File: config.mk
export PLATFORM = sky130hd
export DESIGN_NAME = charger_control_regs
export DESIGN_NICKNAME = d
export VERILOG_FILES = /design/src/pkg/charger_ctrl_pkg.sv /design/src/rtl/charger_control_regs.sv /design/src/rtl/sync_bits.sv /design/src/rtl/input_limit_detect.sv
export SDC_FILE = /design/constraint.sdc
export NUM_CORES = 1
export LEC_CHECK = 0
export BUFFER_PORTS_ARGS = -buffer_cell sky130_fd_sc_hd__buf_4
export CAP_MARGIN = 20
export CORE_MARGIN = 10
export CORE_UTILIZATION = 55
export CTS_CLUSTER_DIAMETER = 80
export CTS_CLUSTER_SIZE = 40
export DETAILED_ROUTE_END_ITERATION = 16
export PLACE_DENSITY = 0.83
export SYNTH_ARGS = -nofsm -noshare
export SYNTH_HDL_FRONTEND = slang
export SYNTH_SLANG_ARGS = --single-unit
export TNS_END_PERCENT = 10
File: constraint.sdc
create_clock -name core_clk -period 3.3 [get_ports core_clk]
set_input_delay 0.33 -clock core_clk [delete_from_list [all_inputs] [get_ports core_clk]]
set_output_delay 0.33 -clock core_clk [all_outputs]
set_load 0.01 [all_outputs]
File: src/pkg/charger_ctrl_pkg.sv
// Shared constants and types for the charger control register bank
package charger_ctrl_pkg;

    localparam logic [7:0] CTRL_FOUR_ADDR = 8'h13;
    localparam logic [7:0] CTRL_FIVE_ADDR = 8'h14;

    localparam int C4_PATH_TWO_BIT = 7;
    localparam int C4_PATH_ONE_BIT = 6;
    localparam int C4_FREQ_BIT = 5;
    localparam int C4_INDICATOR_BIT = 4;
    localparam int C4_SHORT_BIT = 3;
    localparam int C4_FORCE_DET_BIT = 1;
    localparam int C4_BUS_OCP_BIT = 0;

    localparam int C5_SHIP_FITTED_BIT = 7;
    localparam int C5_IBAT_OUT_BIT = 5;
    localparam int C5_IIN_LIMIT_BIT = 2;
    localparam int C5_EXT_LIMIT_BIT = 1;
    localparam int C5_BATOC_BIT = 0;

    // Value that the reserved bits 6 and 4-3 of the second register always read
    localparam logic [7:0] C5_RSVD_VALUE = 8'h10;
    localparam logic [7:0] C4_RESET_FIXED = 8'h01;
    localparam logic [7:0] C5_RESET = 8'h16;
    localparam logic [7:0] UNMAPPED_VALUE = 8'h00;

    // Edges after reset release before the synchronised strap is valid
    localparam logic [1:0] STRAP_WAIT = 2'h2;

    localparam int CLK_PERIOD_NS = 5;
    localparam int HALT_SETTLE_NS = 1000;
    localparam int HALT_SETTLE_CYCLES = (HALT_SETTLE_NS + CLK_PERIOD_NS - 1) / CLK_PERIOD_NS;

    typedef struct packed {
        logic wr;
        logic rd;
        logic [7:0] addr;
        logic [7:0] wdata;
    } reg_req_t;

    typedef enum logic [1:0] {
        DET_IDLE = 2'b00,
        DET_HALT = 2'b01,
        DET_MEASURE = 2'b10,
        DET_UPDATE = 2'b11
    } det_phase_t;

    typedef struct packed {
        det_phase_t phase;
        logic [7:0] cnt;
        logic halt;
        logic adc_req;
        logic limit_wr;
        logic [7:0] limit_val;
        logic done;
    } det_state_t;

endpackage : charger_ctrl_pkg

File: src/rtl/charger_control_regs.sv
// Charger control registers four and five with their locks and self-clearing detect
`timescale 1ns/1ps
`default_nettype none

//////////////////////////////////////////////////////////////////////////////////////////
// Function
// The second input-path gate drive follows its bit, held at 0 when that path is absent.
// The first input-path gate drive follows its bit, held at 0 when that path is absent.
// Frequency select is 0 for 1.5 MHz and 1 for 750 kHz, starting from the strap pin.
// The indicator-off bit disables the status pin; it clears on watchdog or register reset.
// The rail-short hiccup-off bit disables that protection; only register reset clears it.
// The forced detect bit can be set only while battery is above minimum system voltage.
// A forced detect halts switching, measures the bus and rewrites the input voltage limit.
// The forced detect bit clears itself when detection completes, and on register reset.
// The bus overcurrent enable gates that protection; it resets to 1 on register reset.
// Without a fitted ship switch the battery overcurrent and ship switch fields stay 0.
// Once the ship switch is marked fitted the gated ship switch fields become writable.
// The battery current monitor output enable clears on watchdog or register reset.
// The internal input current limit enable returns to 1 on watchdog or register reset.
// The external limit pin enable returns to 1 only on register reset.
// The battery discharge protection enable clears on watchdog or register reset.
// The separate driver-off control forces both gate drive bits to 0.
// Each event resets only its own marked fields; all others keep their values.
module charger_control_regs (
    input wire logic core_clk,
    input wire logic reset,
    input wire charger_ctrl_pkg::reg_req_t reg_req,
    output logic [7:0] reg_rdata,
    output logic reg_rd_valid,
    input wire logic watchdog_expired,
    input wire logic register_reset,
    input wire logic input_gate_drivers_off,
    input wire logic config_strap_pin,
    input wire logic first_input_path_switch_seen,
    input wire logic second_input_path_switch_seen,
    input wire logic vbat_above_minimum_system_voltage,
    input wire logic adc_done,
    input wire logic [7:0] adc_vbus,
    output logic input_path_two_gate_en,
    output logic input_path_one_gate_en,
    output logic switching_freq_sel,
    output logic indicator_pin_off,
    output logic rail_short_hiccup_off,
    output logic force_input_volt_limit_detect,
    output logic bus_overcurrent_protect_en,
    output logic ship_switch_fitted,
    output logic battery_current_monitor_out_en,
    output logic internal_input_current_limit_en,
    output logic external_current_limit_pin_en,
    output logic battery_discharge_protect_en,
    output logic converter_halt,
    output logic adc_measure_req,
    output logic input_voltage_limit_wr,
    output logic [7:0] input_voltage_limit
);

    //////////////////////////////////////////////////////////////////////////////////////
    // State

    typedef struct packed {
        logic path_two_en;
        logic path_one_en;
        logic freq_sel;
        logic indicator_off;
        logic short_off;
        logic force_det;
        logic bus_ocp_en;
        logic ship_fitted;
        logic ibat_out_en;
        logic iin_limit_en;
        logic ext_limit_en;
        logic batoc_en;
        logic strap_taken;
        logic path_one_fitted;
        logic path_two_fitted;
        logic [1:0] por_wait;
        logic det_start;
        logic [7:0] rdata;
        logic rd_valid;
    } ctrl_state_t;

    ctrl_state_t st_ff;
    ctrl_state_t nxt_st;

    logic [3:0] pins_sync;
    logic strap_sync;
    logic path_one_sync;
    logic path_two_sync;
    logic vbat_ok_sync;
    logic det_done;
    logic wr_four;
    logic wr_five;
    logic [7:0] wd;

    //////////////////////////////////////////////////////////////////////////////////////
    // Pin synchronisers

    sync_bits #(
        .WIDTH(4)
    ) u_pin_sync (
        .core_clk(core_clk),
        .reset(reset),
        .async_in({vbat_above_minimum_system_voltage, second_input_path_switch_seen,
                   first_input_path_switch_seen, config_strap_pin}),
        .sync_out(pins_sync)
    );

    assign strap_sync = pins_sync[0];
    assign path_one_sync = pins_sync[1];
    assign path_two_sync = pins_sync[2];
    assign vbat_ok_sync = pins_sync[3];

    //////////////////////////////////////////////////////////////////////////////////////
    // Forced input-voltage-limit detection sequencer

    input_limit_detect u_detect (
        .core_clk(core_clk),
        .reset(reset),
        .start(st_ff.det_start),
        .adc_done(adc_done),
        .adc_vbus(adc_vbus),
        .converter_halt(converter_halt),
        .adc_measure_req(adc_measure_req),
        .limit_wr(input_voltage_limit_wr),
        .limit_val(input_voltage_limit),
        .done(det_done)
    );

    //////////////////////////////////////////////////////////////////////////////////////
    // Next state

    assign wr_four = reg_req.wr && (reg_req.addr == charger_ctrl_pkg::CTRL_FOUR_ADDR);
    assign wr_five = reg_req.wr && (reg_req.addr == charger_ctrl_pkg::CTRL_FIVE_ADDR);
    assign wd = reg_req.wdata;

    always_comb begin
        nxt_st = st_ff;
        nxt_st.det_start = 1'b0;
        nxt_st.rd_valid = 1'b0;

        // Power-on capture of strap and path presence once the synchroniser has settled
        if (st_ff.por_wait != charger_ctrl_pkg::STRAP_WAIT) begin
            nxt_st.por_wait = st_ff.por_wait + 2'h1;
        end else if (!st_ff.strap_taken) begin
            nxt_st.strap_taken = 1'b1;
            nxt_st.freq_sel = strap_sync;
            nxt_st.path_one_fitted = path_one_sync;
            nxt_st.path_two_fitted = path_two_sync;
        end

        // Completion clears first so that a new set in the same cycle survives
        if (det_done) begin
            nxt_st.force_det = 1'b0;
        end

        if (wr_four) begin
            // Locked at 0 until presence is known and while the path is absent
            nxt_st.path_two_en = wd[charger_ctrl_pkg::C4_PATH_TWO_BIT]
                && st_ff.strap_taken && st_ff.path_two_fitted;
            nxt_st.path_one_en = wd[charger_ctrl_pkg::C4_PATH_ONE_BIT]
                && st_ff.strap_taken && st_ff.path_one_fitted;
            nxt_st.freq_sel = wd[charger_ctrl_pkg::C4_FREQ_BIT];
            nxt_st.indicator_off = wd[charger_ctrl_pkg::C4_INDICATOR_BIT];
            nxt_st.short_off = wd[charger_ctrl_pkg::C4_SHORT_BIT];
            nxt_st.bus_ocp_en = wd[charger_ctrl_pkg::C4_BUS_OCP_BIT];
            // Writing 0 never aborts a run; the bit clears only on completion or register reset
            if (wd[charger_ctrl_pkg::C4_FORCE_DET_BIT] && vbat_ok_sync
                    && !nxt_st.force_det) begin
                nxt_st.force_det = 1'b1;
                nxt_st.det_start = 1'b1;
            end
        end

        if (wr_five) begin
            nxt_st.ship_fitted = wd[charger_ctrl_pkg::C5_SHIP_FITTED_BIT];
            nxt_st.ibat_out_en = wd[charger_ctrl_pkg::C5_IBAT_OUT_BIT];
            nxt_st.iin_limit_en = wd[charger_ctrl_pkg::C5_IIN_LIMIT_BIT];
            nxt_st.ext_limit_en = wd[charger_ctrl_pkg::C5_EXT_LIMIT_BIT];
            nxt_st.batoc_en = wd[charger_ctrl_pkg::C5_BATOC_BIT];
        end

        // Watchdog expiry restores only the fields it owns
        if (watchdog_expired) begin
            nxt_st.indicator_off = 1'b0;
            nxt_st.ibat_out_en = 1'b0;
            nxt_st.iin_limit_en = 1'b1;
            nxt_st.batoc_en = 1'b0;
        end

        // Register reset; gate drives, frequency and ship presence are kept
        if (register_reset) begin
            nxt_st.indicator_off = 1'b0;
            nxt_st.short_off = 1'b0;
            nxt_st.force_det = 1'b0;
            nxt_st.bus_ocp_en = 1'b1;
            nxt_st.ibat_out_en = 1'b0;
            nxt_st.iin_limit_en = 1'b1;
            nxt_st.ext_limit_en = 1'b1;
            nxt_st.batoc_en = 1'b0;
            nxt_st.det_start = 1'b0;
        end

        // Ship switch gating applies after every write source
        if (!nxt_st.ship_fitted) begin
            nxt_st.batoc_en = 1'b0;
        end

        // Separate driver-off control overrides anything written
        if (input_gate_drivers_off) begin
            nxt_st.path_two_en = 1'b0;
            nxt_st.path_one_en = 1'b0;
        end

        // Read data reflects the register contents before this cycle's write
        if (reg_req.rd) begin
            nxt_st.rd_valid = 1'b1;
            nxt_st.rdata = charger_ctrl_pkg::UNMAPPED_VALUE;
            if (reg_req.addr == charger_ctrl_pkg::CTRL_FOUR_ADDR) begin
                nxt_st.rdata[charger_ctrl_pkg::C4_PATH_TWO_BIT] = st_ff.path_two_en;
                nxt_st.rdata[charger_ctrl_pkg::C4_PATH_ONE_BIT] = st_ff.path_one_en;
                nxt_st.rdata[charger_ctrl_pkg::C4_FREQ_BIT] = st_ff.freq_sel;
                nxt_st.rdata[charger_ctrl_pkg::C4_INDICATOR_BIT] = st_ff.indicator_off;
                nxt_st.rdata[charger_ctrl_pkg::C4_SHORT_BIT] = st_ff.short_off;
                nxt_st.rdata[charger_ctrl_pkg::C4_FORCE_DET_BIT] = st_ff.force_det;
                nxt_st.rdata[charger_ctrl_pkg::C4_BUS_OCP_BIT] = st_ff.bus_ocp_en;
            end else if (reg_req.addr == charger_ctrl_pkg::CTRL_FIVE_ADDR) begin
                nxt_st.rdata = charger_ctrl_pkg::C5_RSVD_VALUE;
                nxt_st.rdata[charger_ctrl_pkg::C5_SHIP_FITTED_BIT] = st_ff.ship_fitted;
                nxt_st.rdata[charger_ctrl_pkg::C5_IBAT_OUT_BIT] = st_ff.ibat_out_en;
                nxt_st.rdata[charger_ctrl_pkg::C5_IIN_LIMIT_BIT] = st_ff.iin_limit_en;
                nxt_st.rdata[charger_ctrl_pkg::C5_EXT_LIMIT_BIT] = st_ff.ext_limit_en;
                nxt_st.rdata[charger_ctrl_pkg::C5_BATOC_BIT] = st_ff.batoc_en;
            end
        end
    end

    //////////////////////////////////////////////////////////////////////////////////////
    // State register

    always_ff @(posedge core_clk or posedge reset) begin
        if (reset) begin
            st_ff <= '0;
            st_ff.bus_ocp_en <= charger_ctrl_pkg::C4_RESET_FIXED[charger_ctrl_pkg::C4_BUS_OCP_BIT];
            st_ff.iin_limit_en <= charger_ctrl_pkg::C5_RESET[charger_ctrl_pkg::C5_IIN_LIMIT_BIT];
            st_ff.ext_limit_en <= charger_ctrl_pkg::C5_RESET[charger_ctrl_pkg::C5_EXT_LIMIT_BIT];
        end else begin
            st_ff <= nxt_st;
        end
    end

    //////////////////////////////////////////////////////////////////////////////////////
    // Outputs

    assign reg_rdata = st_ff.rdata;
    assign reg_rd_valid = st_ff.rd_valid;
    assign input_path_two_gate_en = st_ff.path_two_en;
    assign input_path_one_gate_en = st_ff.path_one_en;
    assign switching_freq_sel = st_ff.freq_sel;
    assign indicator_pin_off = st_ff.indicator_off;
    assign rail_short_hiccup_off = st_ff.short_off;
    assign force_input_volt_limit_detect = st_ff.force_det;
    assign bus_overcurrent_protect_en = st_ff.bus_ocp_en;
    // Other blocks hold the ship switch fields at 0 while this is low
    assign ship_switch_fitted = st_ff.ship_fitted;
    assign battery_current_monitor_out_en = st_ff.ibat_out_en;
    assign internal_input_current_limit_en = st_ff.iin_limit_en;
    assign external_current_limit_pin_en = st_ff.ext_limit_en;
    assign battery_discharge_protect_en = st_ff.batoc_en;

endmodule : charger_control_regs
`default_nettype wire

File: src/rtl/sync_bits.sv
// Two-flop synchroniser for a group of asynchronous pins
`timescale 1ns/1ps
`default_nettype none
module sync_bits #(
    parameter int WIDTH = 4
) (
    input wire logic core_clk,
    input wire logic reset,
    input wire logic [WIDTH-1:0] async_in,
    output logic [WIDTH-1:0] sync_out
);
    typedef struct packed {
        logic [WIDTH-1:0] stage_one;
        logic [WIDTH-1:0] stage_two;
    } sync_state_t;

    sync_state_t st_ff;
    sync_state_t nxt_st;

    always_comb begin
        nxt_st.stage_one = async_in;
        nxt_st.stage_two = st_ff.stage_one;
    end

    always_ff @(posedge core_clk or posedge reset) begin
        if (reset) begin
            st_ff <= '0;
        end else begin
            st_ff <= nxt_st;
        end
    end

    assign sync_out = st_ff.stage_two;
endmodule : sync_bits
`default_nettype wire

File: src/rtl/input_limit_detect.sv
// Sequencer for the forced input-voltage-limit detection
`timescale 1ns/1ps
`default_nettype none
module input_limit_detect (
    input wire logic core_clk,
    input wire logic reset,
    input wire logic start,
    input wire logic adc_done,
    input wire logic [7:0] adc_vbus,
    output logic converter_halt,
    output logic adc_measure_req,
    output logic limit_wr,
    output logic [7:0] limit_val,
    output logic done
);
    localparam logic [7:0] SETTLE_LAST = 8'(charger_ctrl_pkg::HALT_SETTLE_CYCLES - 1);

    charger_ctrl_pkg::det_state_t st_ff;
    charger_ctrl_pkg::det_state_t nxt_st;

    always_comb begin
        nxt_st = st_ff;
        nxt_st.adc_req = 1'b0;
        nxt_st.limit_wr = 1'b0;
        nxt_st.done = 1'b0;
        case (st_ff.phase)
            charger_ctrl_pkg::DET_IDLE: begin
                if (start) begin
                    // Stop switching first so the bus carries no input current
                    nxt_st.phase = charger_ctrl_pkg::DET_HALT;
                    nxt_st.halt = 1'b1;
                    nxt_st.cnt = 8'h00;
                end
            end
            charger_ctrl_pkg::DET_HALT: begin
                nxt_st.cnt = st_ff.cnt + 8'h01;
                if (st_ff.cnt == SETTLE_LAST) begin
                    nxt_st.phase = charger_ctrl_pkg::DET_MEASURE;
                    nxt_st.adc_req = 1'b1;
                end
            end
            charger_ctrl_pkg::DET_MEASURE: begin
                if (adc_done) begin
                    nxt_st.limit_val = adc_vbus;
                    nxt_st.limit_wr = 1'b1;
                    // Done leads by a cycle so the bit clears on the edge that drops halt
                    nxt_st.done = 1'b1;
                    nxt_st.phase = charger_ctrl_pkg::DET_UPDATE;
                end
            end
            charger_ctrl_pkg::DET_UPDATE: begin
                nxt_st.halt = 1'b0;
                nxt_st.phase = charger_ctrl_pkg::DET_IDLE;
            end
            default: begin
                nxt_st = '0;
            end
        endcase
    end

    always_ff @(posedge core_clk or posedge reset) begin
        if (reset) begin
            st_ff <= '0;
        end else begin
            st_ff <= nxt_st;
        end
    end

    assign converter_halt = st_ff.halt;
    assign adc_measure_req = st_ff.adc_req;
    assign limit_wr = st_ff.limit_wr;
    assign limit_val = st_ff.limit_val;
    assign done = st_ff.done;
endmodule : input_limit_detect
`default_nettype wire

==> flow_summary.ini <==
[synthesis]
netlist_area_mm2 = 0.002551
synth_seq_cells = 56
yosys.area_share.simple = 0.1417
synthArstFlopShare = 1.000
syn-mean-instance-area_um2 = 11.39
muxShareOfSynthArea = 0.08779
synth_edf_count = 0
synth-compound-area-share = 0.1000
yosys_warnings = 0
synth_top_family_by_area = simple AND/OR/NAND/NOR gates
yosysTopAreaCell = dfrtp_1
synth_area_leaders = dfrtp_1 (52%), buf_4 (5.3%), mux2_2 (4.4%)
synth_cells = 224
synth_top_area_frac = 0.5199
synth-main-ff-cell = dfrtp_1
yosysSeqAreaShare = 0.5508
yosys.cell_types.count = 42
syn_nets = 267
synth-xor-area-share = 0.003433
synth_fa_ha_area_frac = 0.03433

[sta]
hold_viol = 0
setup_tns_ns = 0
timing.fmax_mhz = 498.2
max_slew.worst_pin.slew_ns = 0.8591
grt_setup_unrepaired = no
slew-limit-headroom = 0.4109
whs_ns = 0.1282
setup_viol = 0
post-route-period-util = 0.6083
fin_crit_ns = 2.007
skew_ns = 0.004935
finalMaxSlewViolations = 0

[global_route]
antenna_found_initial = 0
grt_pass1_wl_mm = 9.114
grt_util_all_layers = 0.1467
grt_pass1_vias = 1937
grt_max_degree = 44
overflow = 0

[detailed_routing]
drt_pre_antenna_iters = 4
vias_per_cell = 5.515
totalWireLength_mm = 5.479
routed-via-count = 1820
wl_per_cell_um = 16.60
drtAntennaViolNets = 0
route.detailed.drc = 0
drt-initial-drc-count = 98

[clocking]
clock_sinks = 56
hold_buffers = 0
cts_buffers = 5
cts_buffer_depth = 2
clk_pin_slew_worst_paths_ns = 0.10
cts-root-buf = clkbuf_8
cts-resized-gates = 0
tritoncts = built
cts_setup_buffers = 0
clkLatencyLatePin_ns = 0.30
htree_levels = 2

[floorplanning]
dieArea_mm2 = 0.007762
die_w_um = 88.11
num_io_pins = 68
core-area_mm2 = 0.004414
start_util = 0.5779
num_rows = 24
die_y_um = 88.11

[critical_path]
critical_path_class = reg2reg
cpPeakStageDelay_ns = 0.75
r2r_end = u_detect.st_ff[16]
path_cells = inv_1, ha_1, mux2i_1, o21ai_0, a21oi_1
crit_slowest_cell = mux2i_1
reg2reg_setup_slack_ns = 1.29
worst-r2r-cell-count = 5
setup.worst_path.end_class = flop
crit_path_start_kind = flop
crit-reg2reg-launch = u_detect.st_ff[20]
arrival_ns = 2.24
cp.required_ns = 3.53
cp_max_fo = 13
endpoint = u_detect.st_ff[16]
critPathLaunch = u_detect.st_ff[20]

[power]
pwr_density_cell_mw_per_mm2 = 596.0
ir_worst_vdd_v = 0.0004807
power.leakage_nw = 1.444

[cells_and_area]
antenna_cells = 0
area_growth_pct = 21.09
final_layout_size_suffix_gt1_frac = 0.3309
nets = 320

[placement]
place_hpwl_mm = 4.230
port_buffers = 67
gp_congestion = 0.8508

[hold_path]
hold_path_class = in2reg

[run]
drv_cap = 0

[outcome]
outcome = finished clean
==> synth_stat cells (all sizes together) (4+ instances only) <==
master / instances
nand3: 5
mux2i: 10
nand2b: 6
buf: 20
o31ai: 4
a21oi: 10
ha: 7
nand4: 4
inv: 15
and3: 4
nor2b: 4
o21ai: 7
a22oi: 4
nand2: 14
mux2: 11
o22ai: 9
nor2: 6
dfrtp: 53
==> placed cells by master (no fill, tap or decap), drive strengths merged, types with 2 or more instances in the layout <==
| cell type | instances |
|---|---|
| buf | 68 |
| dfrtp | 53 |
| inv | 16 |
| nand2 | 14 |
| mux2 | 11 |
| mux2i | 10 |
| a21oi | 10 |
| o22ai | 9 |
| ha | 7 |
| o21ai | 7 |
| nand2b | 6 |
| nor2 | 6 |
| nand3 | 5 |
| clkbuf | 5 |
| nand4 | 4 |
| nor2b | 4 |
| o31ai | 4 |
| a22oi | 4 |
| and3 | 4 |
| or3 | 3 |
| or4 | 3 |
| dfstp | 3 |
| nand4b | 2 |
| nor3 | 2 |
| o211a | 2 |
| nand3b | 2 |
| nor3b | 2 |
==> through the flow <==
stage / setup slack (ns) / instance area, um^2 / total power, mW / instances / utilization
4_1_cts: 1.321 / 3089 / 1.862 / 330 / 0.6998
2_1_floorplan: 1.604 / 2551 / 1.269 / 224 / -
6_report: 1.293 / 3089 / 1.841 / 330 / 0.6998
3_3_place_gp: 1.444 / 2974 / 1.380 / 322 / 0.6738
3_5_place_dp: 1.342 / 2974 / 1.408 / 322 / 0.6738
5_1_grt: 1.046 / 3089 / 1.966 / 330 / 0.6998
==> worst min-delay path by stage <==
| stage | cells after the start | to | start |
|---|---|---|---|
| floorplan | 0 | u_pin_sync.sync_out[0] | u_pin_sync.nxt_st[0] |
| global placement | 0 | u_pin_sync.sync_out[2] | u_pin_sync.nxt_st[2] |
| detailed placement | 0 | u_pin_sync.sync_out[1] | u_pin_sync.nxt_st[1] |
| CTS | 1 | u_pin_sync.nxt_st[2] | second_input_path_switch_seen |
| global route | 1 | u_pin_sync.nxt_st[1] | first_input_path_switch_seen |
| finish | 1 | u_pin_sync.nxt_st[2] | second_input_path_switch_seen |
==> state kept, by name, indices dropped and copies added, names as in the netlist, 4 cells and up <==
| name | flops |
|---|---|
| st_ff | 6 |
| u_pin_sync.sync_out | 4 |
| u_detect.st_ff | 10 |
| u_pin_sync.nxt_st | 4 |
| u_detect.limit_val | 8 |
| reg_rdata | 8 |
==> metal layers <==
layer / wire (um) / part of all wire / global-route usage
met5: 0 / 0 / 0
met3: 588 / 0.11 / 0.06871
met4: 103 / 0.019 / 0.05849
met2: 2642 / 0.48 / 0.2354
met1: 2145 / 0.39 / 0.1662
==> power breakdown <==
| part | switching [mW] | internal, mW | leakage, nW |
|---|---|---|---|
| sequential | 0.0777 | 0.790 | 0.707 |
| combinational | 0.262 | 0.261 | 0.683 |
| clock | 0.222 | 0.229 | 0.0548 |
| total | 0.562 | 1.28 | 1.44 |
==> kinds of logic after synthesis <==
family / count (synthesis)
adder cells (fa/ha/maj): 7
multiplexers: 21
flip-flops: 56
AND/OR/NAND/NOR: 62
buffers and inverters: 37
AO/OA/AOI/OAI: 40
XOR/XNOR: 1
==> worst max-delay path, delay by kind of cell, from the launching register on <==
kind                     cells  cell delay (ns)
AO/OA/AOI/OAI                2             0.38
flip-flops                   1             0.42
adder cells (fa/ha/maj)      1             0.25
multiplexers                 1             0.75
buffers and inverters        1             0.14
==> layout make-up <==
cell class	instances	area [um^2]
inverters	15	56.30
flip-flops and latches	56	1405
multi-input cells	131	937.1
clock inverters	3	46.29
fillers	340	1325
repair buffers	68	510.5
clock buffers	5	68.82
well taps	52	65.06
Note: power is estimated with default switching activity, not from simulation.
